File: config.mk
export PLATFORM = sky130hd
export DESIGN_NAME = jtpi_port
export DESIGN_NICKNAME = d
export VERILOG_FILES = /design/src/pkg/jtpi_pkg.sv /design/src/rtl/jtpi_port.sv
export SDC_FILE = /design/constraint.sdc
export NUM_CORES = 1
export LEC_CHECK = 0
export ABC_AREA = 1
export CORE_UTILIZATION = 40
export DETAILED_ROUTE_END_ITERATION = 6
export DONT_BUFFER_PORTS = 1
export GPL_ROUTABILITY_DRIVEN = 0
export PLACE_DENSITY = 0.55
export RECOVER_POWER = 100
export SYNTH_ARGS = -nofsm -noshare
export SYNTH_HDL_FRONTEND = slang
export SYNTH_SLANG_ARGS = --single-unit
File: constraint.sdc
create_clock -name clk_in -period 5.1 [get_ports clk_in]
set_clock_uncertainty 0.15 [all_clocks]
set_input_delay 1.02 -clock clk_in [delete_from_list [all_inputs] [get_ports clk_in]]
set_output_delay 1.02 -clock clk_in [all_outputs]
set_load 0.02 [all_outputs]
File: src/pkg/jtpi_pkg.sv
// Constants and types of the test-port programming block
package jtpi_pkg;
    // Instruction register
    localparam int unsigned IR_W          = 4;
    localparam logic [3:0]  IR_CAPTURE    = 4'h1;
    localparam logic [3:0]  IR_RESET_VAL  = 4'hf;
    localparam logic [3:0]  KEY_INSTR     = 4'h4;
    localparam logic [3:0]  CMD_INSTR     = 4'h5;
    localparam logic [3:0]  FILL_INSTR    = 4'h6;
    localparam logic [3:0]  FETCH_INSTR   = 4'h7;
    localparam logic [3:0]  HOLD_INSTR    = 4'hc;
    // Data register widths
    localparam int unsigned KEY_W         = 16;
    localparam int unsigned CMD_W         = 15;
    localparam int unsigned BYTE_W        = 8;
    localparam int unsigned PAGE_BITS     = 1024;
    localparam int unsigned FETCH_EXTRA   = 8;
    localparam int unsigned CNT_W         = 11;
    // Programming enable signature
    localparam logic [15:0] KEY_SIG       = 16'ha370;
    localparam logic [15:0] KEY_RESET     = 16'h0000;
    // Result word position of the done flag during polling
    localparam int unsigned DONE_BIT      = 9;
    // Post-release hold, in core clock cycles
    localparam int unsigned TOUT_W        = 16;
    localparam logic [15:0] TOUT_RESET    = 16'h0000;
    // TAP controller states
    typedef enum logic [3:0] {
        TAP_RESET, TAP_IDLE, TAP_SEL_DR, TAP_CAP_DR, TAP_SHIFT_DR, TAP_EXIT1_DR,
        TAP_PAUSE_DR, TAP_EXIT2_DR, TAP_UPD_DR, TAP_SEL_IR, TAP_CAP_IR,
        TAP_SHIFT_IR, TAP_EXIT1_IR, TAP_PAUSE_IR, TAP_EXIT2_IR, TAP_UPD_IR
    } jtpi_tap_e;
endpackage

File: src/rtl/jtpi_port.sv
// Test-port programming logic: TAP, key, command, page fill and page fetch chains
////////////////////////////////////////////////////////////////////////////////
module jtpi_port
    import jtpi_pkg::*;
#(
    parameter int unsigned PAGE_W = PAGE_BITS,
    parameter int unsigned TOUT0  = 16,
    parameter int unsigned TOUT1  = 64,
    parameter int unsigned TOUT2  = 256,
    parameter int unsigned TOUT3  = 1024
) (
    // Clock and reset
    input  wire logic              clk_in,
    input  wire logic              arst_n_in,
    // Test port pins
    input  wire logic              tck_in,
    input  wire logic              tms_in,
    input  wire logic              tdi_in,
    output logic                   tdo_out,
    output logic                   tdo_oe_out,
    // Core reset control
    input  wire logic [1:0]        clk_opt_in,
    output logic                   core_hold_out,
    output logic                   prog_mode_out,
    // Command path to the memory array
    output logic [CMD_W-1:0]       cmd_word_out,
    output logic                   cmd_apply_out,
    output logic                   cmd_exec_out,
    input  wire logic [CMD_W-1:0]  result_in,
    input  wire logic              done_in,
    // Page fill stream
    output logic [BYTE_W-1:0]      fill_data_out,
    output logic                   fill_valid_out,
    input  wire logic              fill_ready_in,
    output logic                   fill_overrun_out,
    // Page fetch stream
    input  wire logic [BYTE_W-1:0] fetch_data_in,
    input  wire logic              fetch_valid_in,
    output logic                   fetch_ready_out
);
    // Sizes the counters cannot serve are refused at elaboration
    if (PAGE_W % BYTE_W != 0 || PAGE_W == 0
        || PAGE_W + FETCH_EXTRA >= (1 << CNT_W)) begin
        $error("jtpi_port: PAGE_W must be a nonzero multiple of 8 below 2040");
    end
    if (TOUT3 >= (1 << TOUT_W) || TOUT2 >= (1 << TOUT_W)
        || TOUT1 >= (1 << TOUT_W) || TOUT0 >= (1 << TOUT_W)) begin
        $error("jtpi_port: time-out counts must fit 16 bits");
    end

    localparam logic [CNT_W-1:0] FILL_LAST  = CNT_W'(PAGE_W - 1);
    localparam logic [CNT_W-1:0] FETCH_LAST = CNT_W'(PAGE_W + FETCH_EXTRA - 1);

    ////////////////////////////////////////////////////////////////////////////
    // Pin synchronisers; sync_* stage 1 feeds only stage 2
    logic [2:0] sync_a;
    logic [2:0] sync_b;
    logic       tck_d;
    always_ff @(posedge clk_in or negedge arst_n_in) begin
        if (!arst_n_in) begin
            sync_a <= 3'h0;
            sync_b <= 3'h0;
            tck_d  <= 1'b0;
        end else begin
            sync_a <= {tck_in, tms_in, tdi_in};
            sync_b <= sync_a;
            tck_d  <= sync_b[2];
        end
    end

    logic tck_s;
    logic tms_s;
    logic tdi_s;
    logic tck_rise;
    logic tck_fall;
    assign tck_s    = sync_b[2];
    assign tms_s    = sync_b[1];
    assign tdi_s    = sync_b[0];
    assign tck_rise = tck_s & ~tck_d;
    assign tck_fall = ~tck_s & tck_d;

    ////////////////////////////////////////////////////////////////////////////
    // TAP controller and instruction register
    jtpi_tap_e       tap;
    jtpi_tap_e       next_tap;
    logic [IR_W-1:0] ir;
    logic [IR_W-1:0] next_ir;
    logic [IR_W-1:0] ir_sr;
    logic [IR_W-1:0] next_ir_sr;

    // Standard 16-state walk on each sampled TCK rise
    always_comb begin
        next_tap   = tap;
        next_ir    = ir;
        next_ir_sr = ir_sr;
        if (tck_rise) begin
            unique case (tap)
                TAP_RESET:    next_tap = tms_s ? TAP_RESET    : TAP_IDLE;
                TAP_IDLE:     next_tap = tms_s ? TAP_SEL_DR   : TAP_IDLE;
                TAP_SEL_DR:   next_tap = tms_s ? TAP_SEL_IR   : TAP_CAP_DR;
                TAP_CAP_DR:   next_tap = tms_s ? TAP_EXIT1_DR : TAP_SHIFT_DR;
                TAP_SHIFT_DR: next_tap = tms_s ? TAP_EXIT1_DR : TAP_SHIFT_DR;
                TAP_EXIT1_DR: next_tap = tms_s ? TAP_UPD_DR   : TAP_PAUSE_DR;
                TAP_PAUSE_DR: next_tap = tms_s ? TAP_EXIT2_DR : TAP_PAUSE_DR;
                TAP_EXIT2_DR: next_tap = tms_s ? TAP_UPD_DR   : TAP_SHIFT_DR;
                TAP_UPD_DR:   next_tap = tms_s ? TAP_SEL_DR   : TAP_IDLE;
                TAP_SEL_IR:   next_tap = tms_s ? TAP_RESET    : TAP_CAP_IR;
                TAP_CAP_IR:   next_tap = tms_s ? TAP_EXIT1_IR : TAP_SHIFT_IR;
                TAP_SHIFT_IR: next_tap = tms_s ? TAP_EXIT1_IR : TAP_SHIFT_IR;
                TAP_EXIT1_IR: next_tap = tms_s ? TAP_UPD_IR   : TAP_PAUSE_IR;
                TAP_PAUSE_IR: next_tap = tms_s ? TAP_EXIT2_IR : TAP_PAUSE_IR;
                TAP_EXIT2_IR: next_tap = tms_s ? TAP_UPD_IR   : TAP_SHIFT_IR;
                TAP_UPD_IR:   next_tap = tms_s ? TAP_SEL_DR   : TAP_IDLE;
            endcase
            if (tap == TAP_CAP_IR)
                next_ir_sr = IR_CAPTURE;
            if (tap == TAP_SHIFT_IR)
                next_ir_sr = {tdi_s, ir_sr[IR_W-1:1]};
            if (tap == TAP_UPD_IR)
                next_ir = ir_sr;
            if (tap == TAP_RESET)
                next_ir = IR_RESET_VAL;
        end
    end

    always_ff @(posedge clk_in or negedge arst_n_in) begin
        if (!arst_n_in) begin
            tap   <= TAP_RESET;
            ir    <= IR_RESET_VAL;
            ir_sr <= IR_CAPTURE;
        end else begin
            tap   <= next_tap;
            ir    <= next_ir;
            ir_sr <= next_ir_sr;
        end
    end

    // Decoded action strobes, each one sampled TCK rise wide
    logic in_shift;
    logic in_cap;
    logic in_upd;
    assign in_shift = tck_rise && tap == TAP_SHIFT_DR;
    assign in_cap   = tck_rise && tap == TAP_CAP_DR;
    assign in_upd   = tck_rise && tap == TAP_UPD_DR;

    ////////////////////////////////////////////////////////////////////////////
    // Data registers and command path
    logic [KEY_W-1:0]  key;
    logic [KEY_W-1:0]  next_key;
    logic              prog;
    logic              next_prog;
    logic [CMD_W-1:0]  cmd_sr;
    logic [CMD_W-1:0]  next_cmd_sr;
    logic [CMD_W-1:0]  cmd;
    logic [CMD_W-1:0]  next_cmd;
    logic              apply;
    logic              next_apply;
    logic              exec;
    logic              next_exec;
    logic              hold_bit;
    logic              next_hold_bit;
    logic              byp;
    logic              next_byp;
    logic [BYTE_W-1:0] pg_sr;
    logic [BYTE_W-1:0] next_pg_sr;
    logic [CNT_W-1:0]  bit_cnt;
    logic [CNT_W-1:0]  next_bit_cnt;
    logic              pend;
    logic              next_pend;
    logic [BYTE_W-1:0] pend_data;
    logic [BYTE_W-1:0] next_pend_data;
    logic              ovr;
    logic              next_ovr;
    logic              take;
    logic              next_take;
    logic              tdo;
    logic              next_tdo;
    logic              oe;
    logic              next_oe;
    logic              buf_ready;
    logic              push;

    assign push = pend & buf_ready;

    always_comb begin
        next_key       = key;
        next_prog      = prog;
        next_cmd_sr    = cmd_sr;
        next_cmd       = cmd;
        next_apply     = 1'b0;
        next_exec      = 1'b0;
        next_hold_bit  = hold_bit;
        next_byp       = byp;
        next_pg_sr     = pg_sr;
        next_bit_cnt   = bit_cnt;
        next_pend      = pend & ~buf_ready;
        next_pend_data = pend_data;
        next_ovr       = ovr;
        next_take      = 1'b0;
        next_tdo       = tdo;
        next_oe        = oe;
        if (tck_rise && tap == TAP_UPD_IR) begin
            next_bit_cnt = '0;
            next_pg_sr   = '0;
            next_ovr     = 1'b0;
        end
        if (tck_rise && tap == TAP_IDLE && ir == CMD_INSTR && prog)
            next_exec = 1'b1;
        unique case (ir)
            KEY_INSTR: begin
                if (in_shift)
                    next_key = {tdi_s, key[KEY_W-1:1]};
                if (in_upd)
                    next_prog = (key == KEY_SIG);
            end
            CMD_INSTR: begin
                if (in_cap) begin
                    next_cmd_sr           = result_in;
                    next_cmd_sr[DONE_BIT] = done_in;
                end
                if (in_shift)
                    next_cmd_sr = {tdi_s, cmd_sr[CMD_W-1:1]};
                if (in_upd && prog) begin
                    next_cmd   = cmd_sr;
                    next_apply = 1'b1;
                end
            end
            FILL_INSTR: begin
                // No update transfer: bytes leave as they complete
                if (in_cap)
                    next_bit_cnt = '0;
                if (in_shift && prog && bit_cnt <= FILL_LAST) begin
                    next_pg_sr   = {tdi_s, pg_sr[BYTE_W-1:1]};
                    next_bit_cnt = bit_cnt + CNT_W'(1);
                    if (bit_cnt[2:0] == 3'h7) begin
                        // A byte still waiting is overwritten; flagged for the host
                        next_ovr       = ovr | (pend & ~buf_ready);
                        next_pend      = 1'b1;
                        next_pend_data = {tdi_s, pg_sr[BYTE_W-1:1]};
                    end
                end
            end
            FETCH_INSTR: begin
                // No capture load; first byte out is the eight padding bits
                if (in_shift && prog && bit_cnt <= FETCH_LAST) begin
                    next_pg_sr   = {1'b0, pg_sr[BYTE_W-1:1]};
                    next_bit_cnt = bit_cnt + CNT_W'(1);
                    if (bit_cnt[2:0] == 3'h7 && bit_cnt != FETCH_LAST) begin
                        next_pg_sr = fetch_valid_in ? fetch_data_in : '0;
                        next_take  = 1'b1;
                    end
                end
            end
            HOLD_INSTR: begin
                if (in_shift)
                    next_hold_bit = tdi_s;
            end
            default: begin
                if (in_cap)
                    next_byp = 1'b0;
                if (in_shift)
                    next_byp = tdi_s;
            end
        endcase
        // TDO changes on the falling TCK edge, from the chain's low bit
        if (tck_fall) begin
            next_oe = (tap == TAP_SHIFT_DR) || (tap == TAP_SHIFT_IR);
            if (tap == TAP_SHIFT_IR)
                next_tdo = ir_sr[0];
            else
                unique case (ir)
                    KEY_INSTR:   next_tdo = key[0];
                    CMD_INSTR:   next_tdo = cmd_sr[0];
                    FILL_INSTR:  next_tdo = pg_sr[0];
                    FETCH_INSTR: next_tdo = pg_sr[0];
                    HOLD_INSTR:  next_tdo = hold_bit;
                    default:     next_tdo = byp;
                endcase
        end
    end

    always_ff @(posedge clk_in or negedge arst_n_in) begin
        if (!arst_n_in) begin
            key       <= KEY_RESET;
            prog      <= 1'b0;
            cmd_sr    <= '0;
            cmd       <= '0;
            apply     <= 1'b0;
            exec      <= 1'b0;
            hold_bit  <= 1'b0;
            byp       <= 1'b0;
            pg_sr     <= '0;
            bit_cnt   <= '0;
            pend      <= 1'b0;
            pend_data <= '0;
            ovr       <= 1'b0;
            take      <= 1'b0;
            tdo       <= 1'b0;
            oe        <= 1'b0;
        end else begin
            key       <= next_key;
            prog      <= next_prog;
            cmd_sr    <= next_cmd_sr;
            cmd       <= next_cmd;
            apply     <= next_apply;
            exec      <= next_exec;
            hold_bit  <= next_hold_bit;
            byp       <= next_byp;
            pg_sr     <= next_pg_sr;
            bit_cnt   <= next_bit_cnt;
            pend      <= next_pend;
            pend_data <= next_pend_data;
            ovr       <= next_ovr;
            take      <= next_take;
            tdo       <= next_tdo;
            oe        <= next_oe;
        end
    end

    ////////////////////////////////////////////////////////////////////////////
    // Two-entry page fill buffer; head drives the outputs directly
    logic              hd_v;
    logic              next_hd_v;
    logic [BYTE_W-1:0] hd_d;
    logic [BYTE_W-1:0] next_hd_d;
    logic              tl_v;
    logic              next_tl_v;
    logic [BYTE_W-1:0] tl_d;
    logic [BYTE_W-1:0] next_tl_d;

    assign buf_ready = ~tl_v;

    always_comb begin
        next_hd_v = hd_v;
        next_hd_d = hd_d;
        next_tl_v = tl_v;
        next_tl_d = tl_d;
        if (hd_v && fill_ready_in) begin
            next_hd_v = tl_v;
            next_hd_d = tl_d;
            next_tl_v = 1'b0;
        end
        if (push) begin
            if (!next_hd_v) begin
                next_hd_v = 1'b1;
                next_hd_d = pend_data;
            end else begin
                next_tl_v = 1'b1;
                next_tl_d = pend_data;
            end
        end
    end

    always_ff @(posedge clk_in or negedge arst_n_in) begin
        if (!arst_n_in) begin
            hd_v <= 1'b0;
            hd_d <= '0;
            tl_v <= 1'b0;
            tl_d <= '0;
        end else begin
            hd_v <= next_hd_v;
            hd_d <= next_hd_d;
            tl_v <= next_tl_v;
            tl_d <= next_tl_d;
        end
    end

    ////////////////////////////////////////////////////////////////////////////
    // Core hold: chain bit acts at once, then a time-out by clock option
    logic [TOUT_W-1:0] tout;
    logic [TOUT_W-1:0] next_tout;
    logic              hold;
    logic              next_hold;
    logic [TOUT_W-1:0] tout_sel;

    always_comb begin
        unique case (clk_opt_in)
            2'h0: tout_sel = TOUT_W'(TOUT0);
            2'h1: tout_sel = TOUT_W'(TOUT1);
            2'h2: tout_sel = TOUT_W'(TOUT2);
            2'h3: tout_sel = TOUT_W'(TOUT3);
        endcase
    end

    always_comb begin
        next_tout = tout;
        if (next_hold_bit)
            next_tout = tout_sel;
        else if (tout != '0)
            next_tout = tout - TOUT_W'(1);
        next_hold = next_hold_bit | (tout != '0);
    end

    always_ff @(posedge clk_in or negedge arst_n_in) begin
        if (!arst_n_in) begin
            tout <= TOUT_RESET;
            hold <= 1'b0;
        end else begin
            tout <= next_tout;
            hold <= next_hold;
        end
    end

    // Outputs, each straight from a flip-flop
    assign tdo_out          = tdo;
    assign tdo_oe_out       = oe;
    assign core_hold_out    = hold;
    assign prog_mode_out    = prog;
    assign cmd_word_out     = cmd;
    assign cmd_apply_out    = apply;
    assign cmd_exec_out     = exec;
    assign fill_data_out    = hd_d;
    assign fill_valid_out   = hd_v;
    assign fill_overrun_out = ovr;
    assign fetch_ready_out  = take;
endmodule

==> metrics.yaml, run 1 <==
status:
  outcome: "completed"
clocking:
  cts_resized: 0
  cts_inserted_buffers: 17
  cts_hold_buf: 0
  cts_buffer_depth: 2
  path_clk_slew_ps: 60
  ctsHtreeMaxLevel: 4
  clockRootBuffer: "clkbuf_16"
  cts_setup_buffers: 0
  cts_sinks: 137
  cts_tree: "built"
  clock_latency_ps: 420
finish:
  mostFrequentLayoutCell: "nand2_1"
  nFillCells: 1845
  nets: 960
  drive_above_1_share_pct: 8.44
  area_delta_synth_final_pct: 7.85
  diodes: 0
  multiInputGateArea_um2: 3300
  seq_area_um2: 3430
  mostFrequentLayoutCells: "nand2_1 (251), dfrtp_1 (132), nand3_1 (117)"
critical_path:
  critical_path.endpoint: "key[0]$_DFFE_PN0P_"
  critPathCaptureType: "flip-flop"
  ff2ff_setup_slack_ps: 1710
  r2r_start: "tap[0]$_DFFE_PN0P_"
  crit_required_ps: 5250
  cp-start-kind: "flip-flop"
  reg2reg_depth: 7
  arrival_ps: 3540
  critical_path_class: "reg -> reg"
  critPathLaunch: "tap[0]$_DFFE_PN0P_"
  worstReg2RegEnd: "key[0]$_DFFE_PN0P_"
  worst-path-max-fanout: 33
power_and_ir_drop:
  power.density_nw_per_um2: 368
  total_leakage_power_uw: 0.00374
  peakVddDrop_mv: 0.249
detailed_routing:
  dr.pass1.iters: 5
  vias_per_cell: 5.16
  drt-total-wl_um: 16600
  ant_nets: 0
  vias: 6015
  drt_iter0_drc: 365
  wl_per_cell_um: 14.3
  remaining_drc_errors: 0
timing:
  rsz0062_at_grt: "false"
  worst_pin_slew_ps: 1010
  finalHoldViolCount: 0
  max_slew_margin_pct: 32.7
  setup_viol: 0
  tns_ps: 0
  hold-worst-slack_ps: 149
  finalWorstSetupSlack_ps: 1710
  period_needed_ps: 3390
  fmax_mhz: 295
  maxSlewViolCount: 0
  timing.final.crit_share_pct: 66.4
yosys:
  synthArstFlopShare_pct: 100
  syn_area_um2: 7400
  synth_area_leader_cell: "dfrtp_1"
  syn_inst: 940
  yosysSeqAreaShare_pct: 46.4
  yosys_register_bits: 137
  synth_area_leaders: "dfrtp_1 (45%), nand2_1 (12%), nand3_1 (7.9%)"
  synth.distinct_cells: 46
  syn_area_per_cell_um2: 7.87
  yosysTopAreaCellShare_pct: 44.6
  yosys_warnings: 0
  synthFlopType: "dfrtp_1"
  synth_fp_nets: 977
  synth_edf_count: 0
floorplanning:
  core_area_um2: 18000
  pin_count: 65
  initial_core_util_pct: 41.0
  rows: 49
  die-width_um: 138
  dieHeight_um: 138
  dieArea_um2: 19000
global_routing:
  grt_pass1_vias: 5708
  grt_use_met1_pct: 24.6
  grt_overflow: 0
  use_met2_pct: 28.9
  grt_use_met3_pct: 4.30
  antenna_found_initial: 0
  busiest_layer: "met2"
  grt_usage_pct: 18.3
  grt_max_degree: 138
  grt_pass1_wl_um: 28500
place:
  dp_slack_ps: 2310
  hpwl_um: 10900
  port_buffers: 0
min_path:
  worstHoldPathType: "in -> async"
run:
  cap_violations: 0
-- per-stage QoR --
step	instances	util, %	instance area (um^2)	power, uW
finish	1165	44.3	7980	2940
global route	1165	44.3	7980	3090
CTS	1165	44.6	8040	2980
detailed placement	1133	41.4	7460	1730
global placement	1133	41.4	7460	1730
floorplan	940	-	7400	1650
-- worst min path at each step --
stage                         from                          to  slack (ps)
3_3_place_gp   sync_a[0]$_DFF_PN0_         sync_b[0]$_DFF_PN0_         180
3_5_place_dp   sync_a[1]$_DFF_PN0_         sync_b[1]$_DFF_PN0_         200
5_1_grt                  arst_n_in        bit_cnt[6]$_DFF_PN0_         120
2_1_floorplan  sync_a[0]$_DFF_PN0_         sync_b[0]$_DFF_PN0_         180
6_report                 arst_n_in  fill_data_out[1]$_DFF_PN0_         150
4_1_cts                  arst_n_in  fill_data_out[1]$_DFF_PN0_         130
-- synthesized netlist by cell type, types with 2 or more instances --
library cell  instances
a21oi_1              24
a22oi_1               4
a31oi_1               9
buf_2                11
buf_4                 9
buf_6                 4
clkbuf_1             10
dfrtp_1             132
dfstp_2               5
ha_1                  4
inv_1                84
inv_2                11
mux2_2                9
nand2_1             246
nand2_2              17
nand2_4               2
nand3_1             117
nand4_1               8
nor2_1               75
nor2_2                2
nor2_4                3
nor2_8                2
nor3_1               22
nor4_1                4
o211ai_1             17
o21ai_0              64
o21ai_1               3
o21ai_2              10
o21bai_1              3
xnor2_1               6
xor2_1                8
-- layer usage --
metal | routed length (um) | up-vias
met5 | 0 | -
met4 | 278 | 0
met3 | 778 | 23
met2 | 7690 | 139
met1 | 7870 | 2807
li1 | - | 3046
-- critical path, cell delays in order (launching register included) --
cell and delay [ps]:
dfrtp_1 500, clkinvlp_2 200, nand2_1 120, nor2_4 100, nand2_1 220, inv_1 740, nand2_1 760, mux2_2 490
-- power by group --
part | switching [uW] | internal (uW) | total, uW
Combinational | 261 | 153 | 414
Clock | 494 | 741 | 1230
Sequential | 103 | 1180 | 1290
Total | 858 | 2080 | 2940
-- cell type report --
class                   instances  share of cell area, %
flip-flops and latches        137                   43.0
multi-input cells             669                   41.4
clock buffers                  20                   5.60
inverters                      97                   4.58
well taps                     229                   3.59
clock inverters                12                   1.74
repair buffers                  1                 0.0941
-- logic make-up (layout without fill, tap and decap cells) --
group	after synthesis	after routing	share of synthesized area (%)
XOR/XNOR	14	14	1.66
AND/OR/NAND/NOR	504	504	30.6
buffers and inverters	134	130	8.10
adder cells (fa/ha/maj)	4	4	0.677
multiplexers	9	9	1.37
flip-flops	137	137	46.4
AO/OA/AOI/OAI	138	138	11.1
-- state kept, by name (all words and copies together), names as in the netlist, 3 cells and up --
| register | count |
|---|---|
| cmd_word_out | 15 |
| key | 16 |
| pg_sr | 8 |
| fill_data_out | 8 |
| tap | 4 |
| sync_a | 3 |
| cmd_sr | 15 |
| tout | 16 |
| ir_sr | 4 |
| pend_data | 8 |
| bit_cnt | 11 |
| tl_d | 8 |
| ir | 4 |
| sync_b | 3 |
No activity file was read; power rests on OpenSTA's default activity.
==> run 2, diff against run 1 <==
==> constraint.sdc (replaced) <==
create_clock -name clk_in -period 3.2 [get_ports clk_in]
set_clock_uncertainty 0.15 [all_clocks]
set_input_delay 0.64 -clock clk_in [delete_from_list [all_inputs] [get_ports clk_in]]
set_output_delay 0.64 -clock clk_in [all_outputs]
set_load 0.02 [all_outputs]
==> run 2 against run 1 <==
Compared with the run above:
- the run now ends with negative hold slack left
- combinational power rose by 62%
- sequential share of layout area fell by 0.22 points
- cell area rose by 0.52%
- count of clock-buffer cells in the layout did not move
- setup slack got worse by 1300 ps
- clock power rose by 54%
- non-clock buffer count rose by 7
- maximum frequency rose by 22%
==> metrics.yaml, run 2 (synthesis results as in run 1) <==
status:
  outcome: "complete, but fails checks"
  failed_checks: "negative hold slack"
power_and_ir_drop:
  total_leakage_power_uw: 0.00378  # +0.97%
  power.density_nw_per_um2: 574  # +56%
  peakVddDrop_mv: 0.355  # +43%
detailed_routing:
  ant_nets: 0  # unchanged
  dr.pass1.iters: 5  # unchanged
  remaining_drc_errors: 0  # unchanged
  vias: 6039  # +0.40%
  wl_per_cell_um: 14.3  # +0.37%
  drt_iter0_drc: 313  # -14%
  vias_per_cell: 5.16  # -0.12%
  drt-total-wl_um: 16800  # +0.88%
global_routing:
  grt_usage_pct: 18.1  # -0.21 points
  grt_pass1_vias: 5599  # -1.9%
  grt_use_met3_pct: 4.16  # -0.14 points
  grt_max_degree: 138  # unchanged
  busiest_layer: "met2"
  use_met2_pct: 28.5  # -0.39 points
  grt_use_met1_pct: 24.5  # -0.068 points
  grt_overflow: 0  # unchanged
  grt_pass1_wl_um: 28100  # -1.7%
  antenna_found_initial: 0  # unchanged
finish:
  nFillCells: 1839  # -0.33%
  fin_util_pct: 44.5  # +0.23 points
  diodes: 0  # unchanged
  multiInputGateArea_um2: 3320  # +0.57%
  mostFrequentLayoutCell: "nand2_1"
  area_delta_synth_final_pct: 8.41
  drive_above_1_share_pct: 9.45  # +1.0 points
  mostFrequentLayoutCells: "nand2_1 (251), dfrtp_1 (132), nand3_1 (117)"
  seq_area_um2: 3430  # unchanged
  nets: 967  # +0.73%
  largestRegisters: "key: 16 flops, tout: 16 flops"
clocking:
  cts_buffer_depth: 2  # unchanged
  cts_sinks: 137  # unchanged
  cts_tree: "built"
  clock_latency_ps: 420  # about the same
  path_clk_slew_ps: 60  # about the same
  ctsHtreeMaxLevel: 4  # unchanged
  cts_setup_buffers: 0  # unchanged
  clockRootBuffer: "clkbuf_16"
  cts_inserted_buffers: 17  # unchanged
  cts_resized: 0  # unchanged
critical_path:
  critical_path_class: "reg -> reg"
  worst-path-max-fanout: 21  # -36%
  crit_required_ps: 3340  # -1910 ps
  critPathCaptureType: "flip-flop"
  path_cells: "clkinvlp_2 > nand2_1 > nor2_4 > nand2_4 > nor2_8 > nand2_1 > inv_2 > nand2_1 > nand2_1 > nand3_1"
  cp_common_cell: "nand2_1"
  arrival_ps: 2920  # -620 ps
  cpPeakStageDelay_ps: 590  # -170 ps
  ff2ff_setup_slack_ps: 410  # -1300 ps
  slowest_stage: "nand2_1"
  cp-start-kind: "flip-flop"
timing:
  setup_viol: 0  # unchanged
  fmax_mhz: 359  # +22%
  worst_pin_slew_ps: 1100  # +91.0 ps
  rsz0062_at_grt: "false"
  tns_ps: 0  # unchanged
  hold-worst-slack_ps: -235  # -384 ps
  period_needed_ps: 2790  # -601 ps
  timing.final.crit_share_pct: 87.1  # +21 points
  max_slew_margin_pct: 26.8  # -5.9 points
  finalHoldViolCount: 133  # +133
  maxSlewViolCount: 0  # unchanged
min_path:
  worstHoldPathType: "in -> async"
place:
  hpwl_um: 11000  # +0.86%
  port_buffers: 0  # unchanged
floorplanning:
  pin_count: 65  # unchanged
  rows: 49  # unchanged
  die-width_um: 138  # unchanged
  dieArea_um2: 19000  # unchanged
  dieHeight_um: 138  # unchanged
  initial_core_util_pct: 41.0  # unchanged
  core_area_um2: 18000  # unchanged
run:
  cap_violations: 0  # unchanged
==> run 2: cell types whose count changed in the layout (fill, tap and decap cells not counted), moves of 2 or more <==
cell / change
clkinvlp_4: -2
o21ai_0: -2
clkinv_4: +4
dfstp_1: -2
dfstp_2: +2
buf_4: +5
==> run 2: through the flow <==
step	cells	area [um^2]	worst slack (ps)	hold WS, ps	total power [uW]
global route	1171	8020	278	-262	4830
CTS	1171	8070	732	-258	4660
floorplan	940	7400	1400	181	2620
global placement	1140	7510	757	183	2760
finish	1171	8020	414	-235	4610
detailed placement	1140	7510	747	186	2760
==> run 2: critical path: cells and delay by family, from the launching register on <==
family | cells | cell delay (ps)
and+or+nand+nor | 8 | 1420
buffers and inverters | 2 | 580
DFF | 1 | 490
==> run 2: cell type report <==
| type | count | area share [%] |
|---|---|---|
| multi-input combinational | 669 | 41.4 |
| inverter | 97 | 4.56 |
| tap | 229 | 3.57 |
| clock buffer | 20 | 5.57 |
| timing repair buffer | 8 | 0.671 |
| clock inverter | 11 | 1.44 |
| sequential | 137 | 42.8 |
==> run 2: final timing paths <==
check	start	to	cells after the start
worst max-delay path	tap[0]$_DFFE_PN0P_	pg_sr[4]$_DFF_PN0_	10
worst min-delay path	arst_n_in	fill_data_out[1]$_DFF_PN0_	0
worst max register to register	tap[0]$_DFFE_PN0P_	pg_sr[4]$_DFF_PN0_	10
worst min register to register	sync_a[2]$_DFF_PN0_	sync_b[2]$_DFF_PN0_	0
max in group asynchronous	arst_n_in	ir[0]$_DFFE_PN1P_	0
min in group clk_in	tdi_in	sync_a[0]$_DFF_PN0_	0
==> run 2: routing by layer <==
layer  share of wire (%)  wire length (um)
met3                 4.1               688
met4                 1.2               197
met1                  48              8060
met5                   0                 0
met2                  47              7820
==> run 2: power breakdown <==
group | total (uW) | switching, uW | internal, uW
Clock | 1890 | 786 | 1100
Sequential | 2050 | 161 | 1890
Combinational | 672 | 427 | 245
Total | 4610 | 1370 | 3230
